===== config.mk =====
export PLATFORM = sky130hd
export DESIGN_NAME = aprp_host
export DESIGN_NICKNAME = d
export VERILOG_FILES = /design/src/common/aprp_pkg.sv /design/src/core/aprp_host.sv
export SDC_FILE = /design/constraint.sdc
export NUM_CORES = 1
export LEC_CHECK = 0
export ABC_AREA = 1
export BUFFER_PORTS_ARGS = -buffer_cell sky130_fd_sc_hd__buf_2
export CORE_UTILIZATION = 55
export CTS_BUF_LIST = sky130_fd_sc_hd__clkbuf_16
export DETAILED_ROUTE_END_ITERATION = 10
export GPL_TIMING_DRIVEN = 0
export PLACE_DENSITY = 0.83
export SLEW_MARGIN = 20
export SYNTH_ARGS = -nofsm -noshare
export SYNTH_HDL_FRONTEND = slang
export SYNTH_SLANG_ARGS = --single-unit

===== constraint.sdc =====
create_clock -name CLOCK -period 4.8 [get_ports CLOCK]
set_clock_uncertainty 0.15 [all_clocks]
set_input_delay 0.96 -clock CLOCK [delete_from_list [all_inputs] [get_ports CLOCK]]
set_output_delay 0.96 -clock CLOCK [all_outputs]
set_load 0.005 [all_outputs]

===== src/common/aprp_pkg.sv =====
// package for the parallel read port host controller
package aprp_pkg;
  localparam int DATA_W = 16;
  localparam int NUM_CH = 8;
  localparam int CH_W = 3;
  // control register offsets (8-bit address space)
  localparam logic [7:0] ADDR_CTRL = 8'h00;
  localparam logic [7:0] ADDR_STATUS = 8'h04;
  localparam logic [7:0] ADDR_DATA = 8'h08;
  localparam logic [7:0] ADDR_REGCMD = 8'h0c;
  localparam logic [7:0] ADDR_REGRES = 8'h10;
  // ctrl register bits
  localparam int CTRL_START = 0;
  localparam int CTRL_REGRD = 1;
  localparam int CTRL_REGWR = 2;
  localparam int CTRL_JOINED = 3;
  localparam int CTRL_SWMODE = 4;
  // register frame layout
  localparam int FR_RW = 15;
  localparam int FR_ADDR_LO = 8;
  localparam logic FR_READ = 1'b1;
  localparam logic FR_WRITE = 1'b0;
  localparam logic [6:0] ADDR_EXIT_REG = 7'h00;
  // strobe timing in ns and cycles at 100 MHz
  localparam int CLK_NS = 10;
  localparam int STROBE_LOW_NS = 30;
  localparam int STROBE_HIGH_NS = 30;
  localparam int LOW_CYC = (STROBE_LOW_NS + CLK_NS - 1) / CLK_NS;
  localparam int HIGH_CYC = (STROBE_HIGH_NS + CLK_NS - 1) / CLK_NS;
  localparam int CNT_W = 4;
  typedef enum logic [2:0] {
    ST_IDLE, ST_WAIT, ST_LOW, ST_HIGH, ST_WLOW, ST_WHIGH
  } aprp_state_type;
  typedef struct packed {
    logic first;
    logic [CH_W-1:0] chan;
    logic [DATA_W-1:0] data;
  } aprp_word_type;
endpackage


===== src/core/aprp_host.sv =====
// host controller reading conversions over the parallel port
//
// How it works
// - software mode registers use chip select, read and write strobes.
// - low byte data, next seven bits address, top bit read/write select.
// - host may keep chip select low and toggle only read strobe.
// - fresh results are read only after busy falls.
// - with joined strobes each fall enables drivers and outputs next word.
// - host never reads across busy falling edge.
// - register read is a command frame then a returned data frame.
// - register write is one frame latched on write strobe rise.
`timescale 1ns/100ps
`default_nettype none
module aprp_host
  import aprp_pkg::*;
(
  input wire logic CLOCK,
  input wire logic RST_B,
  input wire logic [7:0] ADDR,
  input wire logic [31:0] WDATA,
  input wire logic WR,
  input wire logic RD,
  output logic [31:0] RDATA,
  input wire logic BUSY,
  input wire logic FIRST_FLAG,
  input wire logic [DATA_W-1:0] DB_IN,
  output logic [DATA_W-1:0] DB_OUT,
  output logic DB_OE,
  output logic CS_B,
  output logic RD_B,
  output logic WR_B,
  output logic INTERFACE_SELECT,
  output logic [2:0] OS_PINS,
  output logic SW_MODE,
  output logic WORD_VALID,
  input wire logic WORD_READY,
  output logic [DATA_W+CH_W:0] WORD_DATA
);
  aprp_state_type state;
  logic [CNT_W-1:0] cnt;
  logic [CH_W-1:0] chan;
  logic [CH_W-1:0] seq_chan;
  logic joined;
  logic busy_q;
  logic pending;
  logic is_reg;
  logic reg_rd_phase;
  logic [DATA_W-1:0] reg_cmd;
  logic [DATA_W-1:0] reg_res;
  logic first_err;
  aprp_word_type buf_q [2];
  logic [1:0] buf_cnt;
  logic buf_wr;
  logic buf_rd;
  logic buf_ready;
  logic busy_fall;

  function automatic logic [CNT_W-1:0] cyc(input int n);
    cyc = CNT_W'(n - 1);
  endfunction

  // ------------------------------------------------------------
  // pin configuration
  // ------------------------------------------------------------
  always_ff @(posedge CLOCK) begin
    if (!RST_B) begin
      INTERFACE_SELECT <= 1'b1;
      OS_PINS <= 3'h0;
    end else begin
      INTERFACE_SELECT <= 1'b0;
      OS_PINS <= {3{SW_MODE}};
    end
  end

  // ------------------------------------------------------------
  // software registers
  // ------------------------------------------------------------
  assign busy_fall = busy_q && !BUSY;
  always_ff @(posedge CLOCK) begin
    if (!RST_B) begin
      busy_q <= 1'b0;
      pending <= 1'b0;
      joined <= 1'b0;
      SW_MODE <= 1'b0;
      is_reg <= 1'b0;
      reg_cmd <= 16'h0000;
    end else begin
      busy_q <= BUSY;
      if (WR && ADDR == ADDR_CTRL && state == ST_IDLE) begin
        joined <= WDATA[CTRL_JOINED];
        SW_MODE <= WDATA[CTRL_SWMODE];
        pending <= WDATA[CTRL_START];
        is_reg <= WDATA[CTRL_REGRD] | WDATA[CTRL_REGWR];
      end else if (state == ST_IDLE && is_reg) begin
        pending <= 1'b0;
      end else if (state == ST_WAIT && !BUSY && !busy_fall) begin
        pending <= 1'b0;
      end
      if (WR && ADDR == ADDR_REGCMD)
        reg_cmd <= WDATA[DATA_W-1:0];
    end
  end

  always_ff @(posedge CLOCK) begin
    if (!RST_B) begin
      RDATA <= 32'h0;
    end else if (RD) begin
      unique case (ADDR)
        ADDR_STATUS: RDATA <= {26'h0, first_err, buf_cnt, BUSY,
                               pending, state != ST_IDLE};
        ADDR_DATA: RDATA <= {12'h0, buf_q[0]};
        ADDR_REGRES: RDATA <= {16'h0, reg_res};
        ADDR_CTRL: RDATA <= {27'h0, SW_MODE, joined, 3'h0};
        default: RDATA <= 32'h0;
      endcase
    end else begin
      RDATA <= 32'h0;
    end
  end

  // ------------------------------------------------------------
  // strobe sequencer
  // ------------------------------------------------------------
  always_ff @(posedge CLOCK) begin
    if (!RST_B) begin
      state <= ST_IDLE;
      cnt <= 4'h0;
      chan <= 3'h0;
      CS_B <= 1'b1;
      RD_B <= 1'b1;
      WR_B <= 1'b1;
      DB_OE <= 1'b0;
      DB_OUT <= 16'h0000;
      reg_rd_phase <= 1'b0;
      reg_res <= 16'h0000;
    end else begin
      unique case (state)
        ST_IDLE: begin
          CS_B <= 1'b1;
          if (pending && is_reg) begin
            state <= ST_WLOW;
            CS_B <= 1'b0;
            WR_B <= 1'b0;
            DB_OE <= 1'b1;
            DB_OUT <= reg_cmd;
            reg_rd_phase <= reg_cmd[FR_RW] == FR_READ;
            cnt <= cyc(LOW_CYC);
          end else if (pending) begin
            state <= ST_WAIT;
            chan <= 3'h0;
          end
        end
        ST_WAIT: begin
          if (!BUSY && !busy_fall) begin
            state <= ST_LOW;
            CS_B <= 1'b0;
            RD_B <= 1'b0;
            cnt <= cyc(LOW_CYC);
          end
        end
        ST_LOW: begin
          if (cnt != 4'h0) begin
            cnt <= cnt - 4'h1;
          end else if (buf_ready || reg_rd_phase) begin
            RD_B <= 1'b1;
            if (joined || reg_rd_phase)
              CS_B <= 1'b1;
            if (reg_rd_phase)
              reg_res <= DB_IN;
            cnt <= cyc(HIGH_CYC);
            state <= ST_HIGH;
          end
        end
        ST_HIGH: begin
          if (cnt != 4'h0) begin
            cnt <= cnt - 4'h1;
          end else if (reg_rd_phase || chan == CH_W'(NUM_CH - 1)) begin
            reg_rd_phase <= 1'b0;
            CS_B <= 1'b1;
            state <= ST_IDLE;
          end else begin
            chan <= chan + 3'h1;
            CS_B <= 1'b0;
            RD_B <= 1'b0;
            cnt <= cyc(LOW_CYC);
            state <= ST_LOW;
          end
        end
        ST_WLOW: begin
          if (cnt != 4'h0) begin
            cnt <= cnt - 4'h1;
          end else begin
            WR_B <= 1'b1;
            CS_B <= 1'b1;
            cnt <= cyc(HIGH_CYC);
            state <= ST_WHIGH;
          end
        end
        ST_WHIGH: begin
          DB_OE <= 1'b0;
          if (cnt != 4'h0) begin
            cnt <= cnt - 4'h1;
          end else if (reg_rd_phase) begin
            CS_B <= 1'b0;
            RD_B <= 1'b0;
            cnt <= cyc(LOW_CYC);
            state <= ST_LOW;
          end else begin
            state <= ST_IDLE;
          end
        end
        default: state <= ST_IDLE;
      endcase
    end
  end

  // ------------------------------------------------------------
  // two-entry result buffer
  // ------------------------------------------------------------
  assign buf_ready = buf_cnt != 2'd2;
  assign buf_wr = state == ST_LOW && cnt == 4'h0 && buf_ready
                  && !reg_rd_phase;
  assign buf_rd = WORD_VALID && WORD_READY;

  always_ff @(posedge CLOCK) begin
    if (!RST_B) begin
      buf_cnt <= 2'd0;
      buf_q[0] <= '0;
      buf_q[1] <= '0;
      first_err <= 1'b0;
    end else begin
      if (buf_wr && (FIRST_FLAG != (chan == 3'h0)))
        first_err <= 1'b1;
      if (buf_rd) begin
        buf_q[0] <= buf_q[1];
      end
      if (buf_wr) begin
        if (buf_cnt == 2'd0 || (buf_cnt == 2'd1 && buf_rd))
          buf_q[0] <= '{FIRST_FLAG, chan, DB_IN};
        else
          buf_q[1] <= '{FIRST_FLAG, chan, DB_IN};
      end
      buf_cnt <= buf_cnt + 2'(buf_wr) - 2'(buf_rd);
    end
  end

  always_ff @(posedge CLOCK) begin
    if (!RST_B) begin
      WORD_VALID <= 1'b0;
      WORD_DATA <= '0;
    end else begin
      WORD_VALID <= (buf_cnt - 2'(buf_rd) + 2'(buf_wr)) != 2'd0;
      WORD_DATA <= (buf_rd || buf_cnt == 2'd0) ?
                   (buf_cnt == 2'd2 ? buf_q[1] :
                    aprp_word_type'{FIRST_FLAG, chan, DB_IN})
                   : buf_q[0];
    end
  end

  // ------------------------------------------------------------
  // checks
  // ------------------------------------------------------------
  // channel that the next buffered word must carry
  always_ff @(posedge CLOCK) begin
    if (!RST_B) begin
      seq_chan <= 3'h0;
    end else if (state == ST_WAIT) begin
      seq_chan <= 3'h0;
    end else if (buf_wr) begin
      seq_chan <= seq_chan + 3'h1;
    end
  end

  chk_fresh_read: assert property (@(posedge CLOCK) disable iff (!RST_B)
    $fell(RD_B) && state == ST_LOW && !reg_rd_phase |-> !BUSY)
    else $error("read strobe while busy");
  chk_cfg_pins: assert property (@(posedge CLOCK) disable iff (!RST_B)
    state != ST_IDLE |-> !INTERFACE_SELECT)
    else $error("interface not parallel");
  chk_write_rise: assert property (@(posedge CLOCK) disable iff (!RST_B)
    $rose(WR_B) |-> DB_OE)
    else $error("write data dropped at strobe rise");
  chk_chan_order: assert property (@(posedge CLOCK) disable iff (!RST_B)
    buf_wr |-> chan == seq_chan)
    else $error("channel order broken");
  chk_idle_release: assert property (@(posedge CLOCK) disable iff (!RST_B)
    state == ST_IDLE |-> CS_B)
    else $error("chip select low while idle");
  chk_bus_turn: assert property (@(posedge CLOCK) disable iff (!RST_B)
    !RD_B |-> !DB_OE)
    else $error("host drives bus during read");
  chk_strobe_excl: assert property (@(posedge CLOCK) disable iff (!RST_B)
    !(!RD_B && !WR_B))
    else $error("both strobes low");
  cov_adc: cover property (@(posedge CLOCK) buf_wr && chan == 3'h7);
  cov_reg: cover property (@(posedge CLOCK) $rose(WR_B) && reg_rd_phase);
  cov_stall: cover property (@(posedge CLOCK) buf_cnt == 2'd2);
endmodule
`default_nettype wire


==> results of run 1 <==
cells in the mapped netlist (all sizes together):
| cell | number | share of area, % |
|---|---|---|
| inv | 97 | 5.4 |
| dfxtp | 114 | 34 |
| or2 | 2 | 0.19 |
| a21oi | 75 | 5.6 |
| a211oi | 17 | 1.9 |
| nor4 | 1 | 0.093 |
| conb | 1 | 0.056 |
| nand3 | 45 | 3.5 |
| ha | 7 | 1.3 |
| xnor2 | 2 | 0.26 |
| nor3 | 11 | 1.0 |
| o21bai | 1 | 0.17 |
| nor2 | 188 | 11 |
| o21ai | 61 | 4.6 |
| edfxtp | 40 | 18 |
| buf | 37 | 3.8 |
| clkbuf | 17 | 0.97 |
| nand4 | 6 | 0.56 |
| mux2i | 3 | 0.45 |
| xor2 | 2 | 0.26 |
| o22ai | 11 | 1.0 |
| clkinv | 1 | 0.056 |
| nand2 | 96 | 5.5 |
| and2 | 1 | 0.093 |
metal layers:
metal  track usage [%]  vias up  share of wire [%]
li1                  -     2965                  -
met1              36.6     2777                 40
met2              47.0      383                 46
met3              7.02       61                 12
met4              13.7        0                3.0
met5                 0        -                  0
cells by family (layout without fill, tap and decap cells):
family / after synthesis / count (layout) / synth area share, %
other: 1 / 12 / 0.0560
XOR/XNOR: 4 / 4 / 0.523
buffers and inverters: 152 / 296 / 10.3
adder cells (fa/ha/maj): 7 / 7 / 1.31
multiplexers: 3 / 3 / 0.448
AND/OR/NAND/NOR: 350 / 350 / 22.1
flip-flops: 154 / 154 / 52.0
AO/OA/AOI/OAI: 165 / 165 / 13.3
final timing paths:
check / cells past startpoint / startpoint / to
worst max register to register: 9 / cnt[0] / buf_q[0][27]
worst min-delay path: 2 / RD_B / RD_B
worst min register to register: 2 / RD_B / RD_B
worst max-delay path: 8 / WORD_READY / buf_q[0][7]
worst register-to-register path: stages (launching register included):
cell and delay (ns):
dfxtp_1 0.31, inv_1 0.11, ha_1 0.18, nand3_2 0.18, inv_2 0.15, nand3_1 0.11
nor2_4 0.19, buf_4 0.23, inv_1 0.11, a21oi_4 0.60
area by class of cell:
cell class	instances	area (um^2)	area share, %
tap	143	179	2.22
inverter	98	368	4.56
clock inverter	13	98.8	1.22
timing repair buffer	112	561	6.94
buffer	54	323	4.00
sequential	154	3480	43.2
clock buffer	19	475	5.89
multi-input combinational	541	2580	32.0
power breakdown:
group	internal, W	total, W	switching [W]
logic	0.000453	0.00134	0.000891
registers	0.00158	0.00167	0.0000922
clock network	0.000768	0.00131	0.000539
total	0.00280	0.00432	0.00152
per-stage QoR:
stage	total power [W]	hold WS (ns)	cell area, um^2	std cells
after detailed placement	0.00299	0.296	7490	1102
after floorplan	0.00260	0.280	6740	847
after CTS	0.00429	0.307	8070	1134
final	0.00432	0.302	8070	1134
after global routing	0.00453	0.338	8070	1134
after global placement	0.00296	0.289	7480	1102
==> flow_summary_export.csv, run 1 <==
group,metric,value,unit
run_status,status,"completed",
detailed_routing,dr.pass1.iters,9,
clocking,cts_buffers,17,
clocking,clk_latency,0.43,ns
clocking,cts_root_buf,"clkbuf_16",
grt,grt_pass1_wl,28.2,mm
timing,timing.fmax,359,MHz
run,max_cap_violations,0,
synth,yosys_warnings,0,
synth,ys_seq_area_share,52.0,%
final_layout,drive_above_1_share,20.9,%
final_layout,diodes,0,
timing,final.setup.worst_slack,2.02,ns
detailed_routing,vias,6186,
clocking,cts_hold_buffers,0,
placed_design,dpl.hpwl,11.9,mm
final_layout,largest_register,"buf_q",
grt,grt_start_max_net_pins,21,
timing,post-route-period-util,58.0,%
clocking,cts_tree,"built",
setup_path,crit_type,"input port to flip-flop",
setup_path,worstPathMaxFanout,20,
timing,hold_viol,0,
timing,worstMarginPinSlew,0.721,ns
setup_path,rrSetupSlack,2.12,ns
setup_path,crit_buf_inv,3,
synth,yosysUniqueCellTypes,35,
clocking,cts.clk_slew.worst_paths,0.06,ns
timing,final-max-slew-violation-count,0,
detailed_routing,via_per_inst,5.46,
detailed_routing,drt_iter0_drc,726,
die,die_w,112,um
final_layout,largestRegisters,"buf_q x40, RDATA x20, WORD_DATA x20",
clocking,cts.sinks,154,
grt,grt_overflow,0,
min_path,worstHoldPathType,"flip-flop to flip-flop",
final_layout,mostFrequentLayoutCell,"nor2_1",
timing,slew_headroom,51.8,%
die,rows,39,
detailed_routing,drt-total-wl,17.9,mm
detailed_routing,drc,0,
setup_path,crit_arrival,2.60,ns
setup_path,critPathLaunchType,"input port",
die,core-area,11700,um^2
final_layout,final_core_util,69.2,%
clocking,cts.repair.resized,0,
setup_path,crit_chain,"buf_2 -> nand2_1 -> inv_1 -> a21oi_1 -> nor3_2 -> nand2_1 -> buf_2 -> nand3_2",
clocking,clk_path_buf_depth,2,
setup_path,cp_slowest_cell,"nand3_2",
timing,layout_min_cycle_time,2.78,ns
setup_path,cp.required,4.61,ns
die,pin_count,141,
grt,grt_usage,29.0,%
synth,ys_ff_latch,154,
synth,syn_avg_cell_area,8.01,um^2
final_layout,layout_common_cells,"nor2_1 (180), buf_2 (123), dfxtp_1 (114)",
detailed_routing,wl_per_cell,15.8,um
pwr,leakagePower,3.73,nW
placed_design,portBuffers,112,
timing,rsz0062_at_grt,"false",
detailed_routing,ant_nets,0,
grt,antenna_found_initial,0,
grt,grt_pass1_vias,5796,
setup_path,cp_top_family,"simple AND/OR/NAND/NOR gates",
placed_design,place_congestion,0.894,
setup_path,critPathMaxStageDelay,0.58,ns
final_layout,num-fill-cells,900,
setup_path,critPathCaptureType,"flip-flop",
clocking,post_cts_buffers,0,
die,die_area,12600,um^2
pwr,peakVddDrop,252,uV
die,die_h,112,um
final_layout,largest_register_ffs,40,
pwr,power_density,536,nW/um^2
synth,mappedNetlistArea,6700,um^2
die,start_util,57.5,%
final_layout,area_delta_synth_final,20.5,%
timing,fin_setup_tns,0,ns
synth,netlist_instances,836,
timing,setup_viol,0,
final_layout,num-nets-final,1048,
placed_design,place_worst_setup_slack,1.29,ns
clocking,htree_num_levels,4,
Note: power is estimated with default switching activity, not from simulation.
==> run 2: changes to the inputs <==
--- a/config.mk
+++ b/config.mk
@@ -5,13 +5,13 @@
 export SDC_FILE = /design/constraint.sdc
 export NUM_CORES = 1
 export LEC_CHECK = 0
-export ABC_AREA = 1
+export ABC_AREA = 0
 export BUFFER_PORTS_ARGS = -buffer_cell sky130_fd_sc_hd__buf_2
-export CORE_UTILIZATION = 55
+export CORE_UTILIZATION = 54
 export CTS_BUF_LIST = sky130_fd_sc_hd__clkbuf_16
 export DETAILED_ROUTE_END_ITERATION = 10
 export GPL_TIMING_DRIVEN = 0
-export PLACE_DENSITY = 0.83
+export PLACE_DENSITY = 0.82
 export SLEW_MARGIN = 20
 export SYNTH_ARGS = -nofsm -noshare
 export SYNTH_HDL_FRONTEND = slang
==> constraint.sdc (replaced) <==
create_clock -name CLOCK -period 2.9 [get_ports CLOCK]
set_clock_uncertainty 0.15 [all_clocks]
set_input_delay 0.58 -clock CLOCK [delete_from_list [all_inputs] [get_ports CLOCK]]
set_output_delay 0.58 -clock CLOCK [all_outputs]
set_load 0.005 [all_outputs]
==> run 2 against run 1 <==
Against the previous run:
- the run now ends with design-rule violations left
- synthesized area down 3.5%
- utilization down 1.4 points
- die area down 1.7%
- first-iteration DRC count down 37%
- combinational power down 54%
- final cell count down 11%
- flip-flop and latch count unchanged
- routed wire length down 10%
- critical path depth up 3
- total power up 19%
- critical path type is now flip-flop to flip-flop
==> flow_summary_export.csv, run 2 <==
group,metric,value,unit
placed_design,place_congestion,0.934,
synth,synthArstFlopShare,0,%
die,core-area,11600,um^2
synth,yosysMostFrequentCell,"nand2_1",
clocking,cts_tree,"built",
min_path,hp-start,"WDATA[7]",
clocking,htree_num_levels,4,
die,start_util,55.9,%
setup_path,timing.rr.end,"WORD_VALID",
clocking,cts.clk_slew.worst_paths,0.06,ns
grt,antenna_found_initial,0,
synth,mappedNetlistArea,6460,um^2
pwr,peakVddDrop,394,uV
setup_path,critPathCaptureType,"flip-flop",
final_layout,largestRegisters,"buf_q x40, RDATA x20, WORD_DATA x20",
synth,ys_seq_area_share,53.9,%
timing,layout_min_cycle_time,2.81,ns
grt,grt_start_max_net_pins,21,
synth,yosysUniqueCellTypes,54,
final_layout,num-nets-final,920,
detailed_routing,drc,14,
timing,post-route-period-util,96.7,%
synth,syn_avg_cell_area,9.13,um^2
die,pin_count,141,
setup_path,r2r_cells,11,
synth,yosysTopAreaCell,"dfxtp_1",
placed_design,place_inst,973,
detailed_routing,ant_nets,0,
placed_design,place_worst_setup_slack,-0.349,ns
die,rows,39,
detailed_routing,vias,5540,
grt,grt_usage,26.5,%
clocking,cts_hold_buffers,0,
grt,grt_overflow,0,
synth,netlist_instances,708,
placed_design,place_area,7240,um^2
placed_design,dpl.hpwl,11.2,mm
timing,setup_viol,0,
detailed_routing,wl_per_cell,15.9,um
clocking,clk_path_buf_depth,2,
final_layout,fin_cells,1006,
die,die_h,111,um
synth,ys_ff_latch,154,
timing,worstMarginPinSlew,0.848,ns
placed_design,portBuffers,111,
setup_path,critPathLaunchType,"flip-flop",
setup_path,crit_arrival,2.97,ns
timing,fin_setup_tns,0,ns
final_layout,fin_area,7850,um^2
final_layout,largest_register,"buf_q",
final_layout,largest_register_ffs,40,
setup_path,crit_type,"flip-flop to flip-flop",
grt,grt_pass1_vias,5016,
die,die_area,12400,um^2
grt,grt_pass1_wl,25.5,mm
setup_path,cp.required,3.06,ns
clocking,cts.sinks,154,
die,die_w,111,um
timing,final.setup.worst_slack,0.0948,ns
run,max_cap_violations,0,
synth,synthTopCellsByArea,"dfxtp_1 (35%), edfxtp_1 (19%), nand2_1 (8.4%)",
detailed_routing,dr.pass1.iters,10,
setup_path,r2r_start,"cnt[0]",
min_path,worstHoldPathType,"input port to flip-flop",
timing,rsz0062_at_grt,"false",
detailed_routing,drt_iter0_drc,460,
timing,final-max-slew-violation-count,0,
synth,synth.top_cell.area_share,35.3,%
synth,synth.top_cells.by_count,"nand2_1 (144), dfxtp_1 (114), nor2_1 (85)",
final_layout,drive_above_1_share,20.7,%
pwr,leakagePower,3.32,nW
final_layout,layout_common_cells,"nand2_1 (144), buf_2 (119), dfxtp_1 (113)",
timing,hold_viol,0,
min_path,hold_end,"reg_cmd[7]",
clocking,cts_buffers,17,
setup_path,worstPathMaxFanout,4,
final_layout,num-fill-cells,906,
synth,synth_ff_type,"dfxtp_1",
run_status,violations,"design-rule violations",
min_path,worstHoldPathCells,3,
timing,timing.fmax,356,MHz
clocking,clk_latency,0.42,ns
synth,yosys_warnings,0,
final_layout,area_delta_synth_final,21.4,%
clocking,cts_root_buf,"clkbuf_16",
final_layout,diodes,0,
run_status,status,"finished with violations",
synth,synth-edff-count,40,
timing,slew_headroom,43.3,%
final_layout,mostFrequentLayoutCell,"nand2_1",
detailed_routing,via_per_inst,5.51,
timing,whs,0.242,ns
pwr,power_density,657,nW/um^2
setup_path,rrSetupSlack,0.09,ns
detailed_routing,drt-total-wl,16.0,mm
run 2: cell types whose count changed in the layout (fill, tap and decap cells not counted), moves of 11 or more:
cell | previous run | this run
a311oi_1 | 0 | 18
nor2_1 | 180 | 85
nand2_1 | 93 | 144
and2_1 | 1 | 28
clkbuf_1 | 16 | 37
a22oi_1 | 0 | 16
o21ai_0 | 60 | 16
inv_1 | 91 | 11
mux2i_1 | 3 | 25
nand3_1 | 42 | 5
a211oi_1 | 17 | 3
o22ai_1 | 11 | 0
run 2: area by class of cell:
class	count	area [um^2]	area share [%]
tap	143	179	2.28
clock inverter	15	138	1.75
inverter	9	33.8	0.430
buffer	60	292	3.71
sequential	154	3480	44.4
multi-input combinational	495	2730	34.7
clock buffer	17	425	5.42
timing repair buffer	113	571	7.27
run 2: timing repair:
item	in CTS	in global routing
setup buffers	2	0
setup endpoints to repair	41	21
gates resized for setup	3	4
pin swaps	1	2
run 2: metal layers:
layer / track usage [%] / wire length [um] / share of wire (%)
met2: 43.8 / 7730 / 48
met3: 5.72 / 1270 / 7.9
met4: 8.92 / 277 / 1.7
met1: 34.7 / 6730 / 42
met5: 0 / 0 / 0
run 2: how the worst max path moves through the flow:
stage / from / to / slack, ns / cells after the start
global route: cnt[0] / WORD_VALID / 0.02 / 11
floorplan: cnt[0] / WORD_VALID / 0.08 / 12
global placement: cnt[0] / buf_q[0][2] / -0.28 / 8
CTS: cnt[0] / WORD_VALID / 0.02 / 11
detailed placement: cnt[0] / buf_q[0][1] / -0.35 / 8
finish: cnt[0] / WORD_VALID / 0.09 / 11
run 2: logic make-up after synthesis:
kind of cell | synth area share, %
AND/OR/NAND/NOR | 21.2
flip-flops | 53.9
XOR/XNOR | 0.406
multiplexers | 4.39
AO/OA/AOI/OAI | 13.5
adder cells (fa/ha/maj) | 1.51
other | 0.0580
buffers and inverters | 5.09
run 2: stage by stage:
| step | total power [W] | util [%] |
|---|---|---|
| 2_1_floorplan | 0.00279 | - |
| 3_3_place_gp | 0.00305 | 62.6 |
| 3_5_place_dp | 0.00306 | 62.6 |
| 4_1_cts | 0.00515 | 67.7 |
| 5_1_grt | 0.00533 | 67.9 |
| 6_report | 0.00515 | 67.9 |
run 2: worst max-delay path: stages (launching register included):
cell     delay [ns]
dfxtp_2        0.34
inv_2          0.06
ha_1           0.14
or3b_4         0.40
or4_4          0.46
ha_4           0.28
inv_1          0.03
ha_1           0.18
xor2_1         0.18
and2_1         0.15
nor3_1         0.05
or2_2          0.29
run 2: power breakdown:
| part | switching [W] | internal [W] |
|---|---|---|
| Combinational | 0.000392 | 0.000220 |
| Sequential | 0.0000606 | 0.00236 |
| Clock | 0.000869 | 0.00125 |
==> run 3: changes to the inputs <==
--- a/config.mk
+++ b/config.mk
@@ -7,11 +7,13 @@
 export LEC_CHECK = 0
 export ABC_AREA = 0
 export BUFFER_PORTS_ARGS = -buffer_cell sky130_fd_sc_hd__buf_2
+export CORE_ASPECT_RATIO = 0.6
 export CORE_UTILIZATION = 54
 export CTS_BUF_LIST = sky130_fd_sc_hd__clkbuf_16
 export DETAILED_ROUTE_END_ITERATION = 10
 export GPL_TIMING_DRIVEN = 0
 export PLACE_DENSITY = 0.82
+export REMOVE_ABC_BUFFERS = 1
 export SLEW_MARGIN = 20
 export SYNTH_ARGS = -nofsm -noshare
 export SYNTH_HDL_FRONTEND = slang
==> run 3 against run 2 <==
Against the previous run:
- the flow now finishes without violations
- critical path depth is the same
- clock power is essentially flat
- cell area shrank 0.61%
- flip-flop and latch count is the same
- worst hold slack gained 0.011 ns
- die area grew 0.12%
- global-route usage grew 0.62 points
- sequential share of layout area grew 0.35 points
- via count grew 1.2%
- combinational power grew 10%
- register-to-register slack lost 0.07 ns
- critical path type unchanged
==> flow_summary_export.csv, run 3 (synthesis gave the netlist of run 2 again) <==
group,metric,value,unit
setup_path,worstPathMaxFanout,3,
pwr,pwr-share-seq,46.2,%
final_layout,largestRegisters,"buf_q x40, RDATA x20, WORD_DATA x20",
setup_path,cp.required,3.05,ns
placed_design,dpl.hpwl,10.6,mm
grt,grt_pass1_wl,25.6,mm
run_status,status,"completed",
pwr,leakagePower,3.24,nW
die,core-area,11500,um^2
grt,grt_pass1_vias,5136,
final_layout,layout_common_cells,"nand2_1 (143), buf_2 (112), dfxtp_1 (110)",
detailed_routing,wl_per_cell,17.5,um
placed_design,place_worst_setup_slack,-0.737,ns
clocking,clk_path_buf_depth,2,
final_layout,largest_register,"buf_q",
run,max_cap_violations,0,
setup_path,crit_arrival,3.03,ns
clocking,cts_root_buf,"clkbuf_16",
final_layout,drive_above_1_share,22.1,%
placed_design,place_congestion,0.867,
final_layout,num-fill-cells,859,
timing,setup_viol,0,
grt,grt_usage,27.2,%
detailed_routing,vias,5608,
final_layout,largest_register_ffs,40,
timing,rsz0062_at_grt,"true",
timing,hold_viol,0,
grt,antenna_found_initial,2,
clocking,cts_tree,"built",
setup_path,crit_type,"flip-flop to flip-flop",
clocking,cts.sinks,154,
detailed_routing,drt-total-wl,17.0,mm
timing,final.setup.worst_slack,0.0258,ns
clocking,cts_buffers,17,
setup_path,critPathLaunchType,"flip-flop",
final_layout,area_delta_synth_final,20.7,%
pwr,p_clk_share,41.0,%
grt,grt_overflow,0,
pwr,p_int,0.00392,W
final_layout,mostFrequentLayoutCell,"nand2_1",
setup_path,critPathCaptureType,"flip-flop",
timing,slew_headroom,23.4,%
clocking,clk_latency,0.42,ns
pwr,power_density,673,nW/um^2
timing,worstMarginPinSlew,1.15,ns
die,die_area,12400,um^2
timing,final-max-slew-violation-count,0,
detailed_routing,dr.pass1.iters,5,
detailed_routing,via_per_inst,5.78,
final_layout,num-nets-final,867,
min_path,worstHoldPathType,"input port to flip-flop",
final_layout,final_core_util,67.9,%
timing,timing.fmax,348,MHz
die,die_h,86.8,um
pwr,pwr-share-comb,12.8,%
detailed_routing,drc,0,
grt,grt_start_max_net_pins,45,
die,start_util,56.3,%
setup_path,r2r_cells,11,
die,die_w,143,um
placed_design,portBuffers,112,
clocking,htree_num_levels,4,
final_layout,fin_area,7800,um^2
die,pin_count,141,
die,rows,30,
pwr,sw_frac_of_total,25.4,%
timing,layout_min_cycle_time,2.87,ns
pwr,peakVddDrop,399,uV
pwr,p_switching,0.00133,W
final_layout,regArea,3490,um^2
min_path,worstHoldPathCells,3,
detailed_routing,drt_iter0_drc,579,
timing,post-route-period-util,99.1,%
placed_design,place_area,7080,um^2
detailed_routing,ant_nets,0,
clocking,cts.clk_slew.worst_paths,0.06,ns
final_layout,multi_input_area,2840,um^2
run 3: cell types whose count changed in the layout (fill, tap and decap cells not counted), sizes merged:
cell / before / now
clkinvlp: 2 / 0
nand3: 6 / 8
diode: 0 / 1
buf: 136 / 118
clkbuf: 54 / 20
bufinv: 2 / 1
run 3: through the flow:
stage	total power (W)	instances	setup TNS, ns	hold WS [ns]
after floorplan	0.00276	658	-20.37	0.282
after global placement	0.00300	930	-105.30	0.287
after detailed placement	0.00307	934	-15.57	0.296
after CTS	0.00522	968	0	0.247
after global routing	0.00543	970	-0.0321	0.255
final	0.00525	971	0	0.253
run 3: layout make-up:
class | instances | area share, %
diodes | 1 | 0.0321
repair buffers | 118 | 8.37
well taps | 160 | 2.57
multi-input cells | 497 | 36.4
inverters | 9 | 0.465
flip-flops and latches | 154 | 44.8
clock buffers | 20 | 6.42
clock inverters | 12 | 0.979
run 3: path summary, 6_finish.rpt:
kind	slack, ns	endpoint	from
min reg2reg	0.30	cnt[0]	cnt[0]
max reg2reg	0.03	WORD_VALID	cnt[1]
min	0.25	reg_cmd[8]	WDATA[8]
max	0.03	WORD_VALID	cnt[1]
run 3: worst max-delay path, stage by stage, from the launching register on:
cell     delay [ns]
dfxtp_1        0.32
inv_1          0.08
ha_2           0.17
or3b_4         0.40
or4_4          0.52
ha_4           0.29
inv_2          0.04
ha_4           0.15
xor2_2         0.15
nor2_1         0.15
nor3_2         0.08
or2_4          0.27
run 3: repair_timing:
action	in CTS	in global routing
gates cloned	0	2
endpoints found under the hold margin	0	0
gates resized for setup	9	15
setup buffers	2	0
endpoints found under the setup margin	37	56
hold buffers	0	0
pin swaps	3	3
run 3: metal layers:
metal | global-route usage [%] | part of all wire, % | vias up
met5 | 0 | 0.076 | -
met4 | 10.8 | 2.2 | 2
met3 | 8.18 | 11 | 48
met2 | 41.7 | 46 | 341
met1 | 36.1 | 41 | 2632
li1 | - | - | 2585
run 3: power by group through the flow:
stage          registers, W  clock network (W)  logic [W]
2_1_floorplan       0.00247                  0   0.000295
3_3_place_gp        0.00246                  0   0.000542
3_5_place_dp        0.00247                  0   0.000607
4_1_cts             0.00242            0.00217   0.000623
5_1_grt             0.00244            0.00227   0.000721
6_report            0.00243            0.00215   0.000673
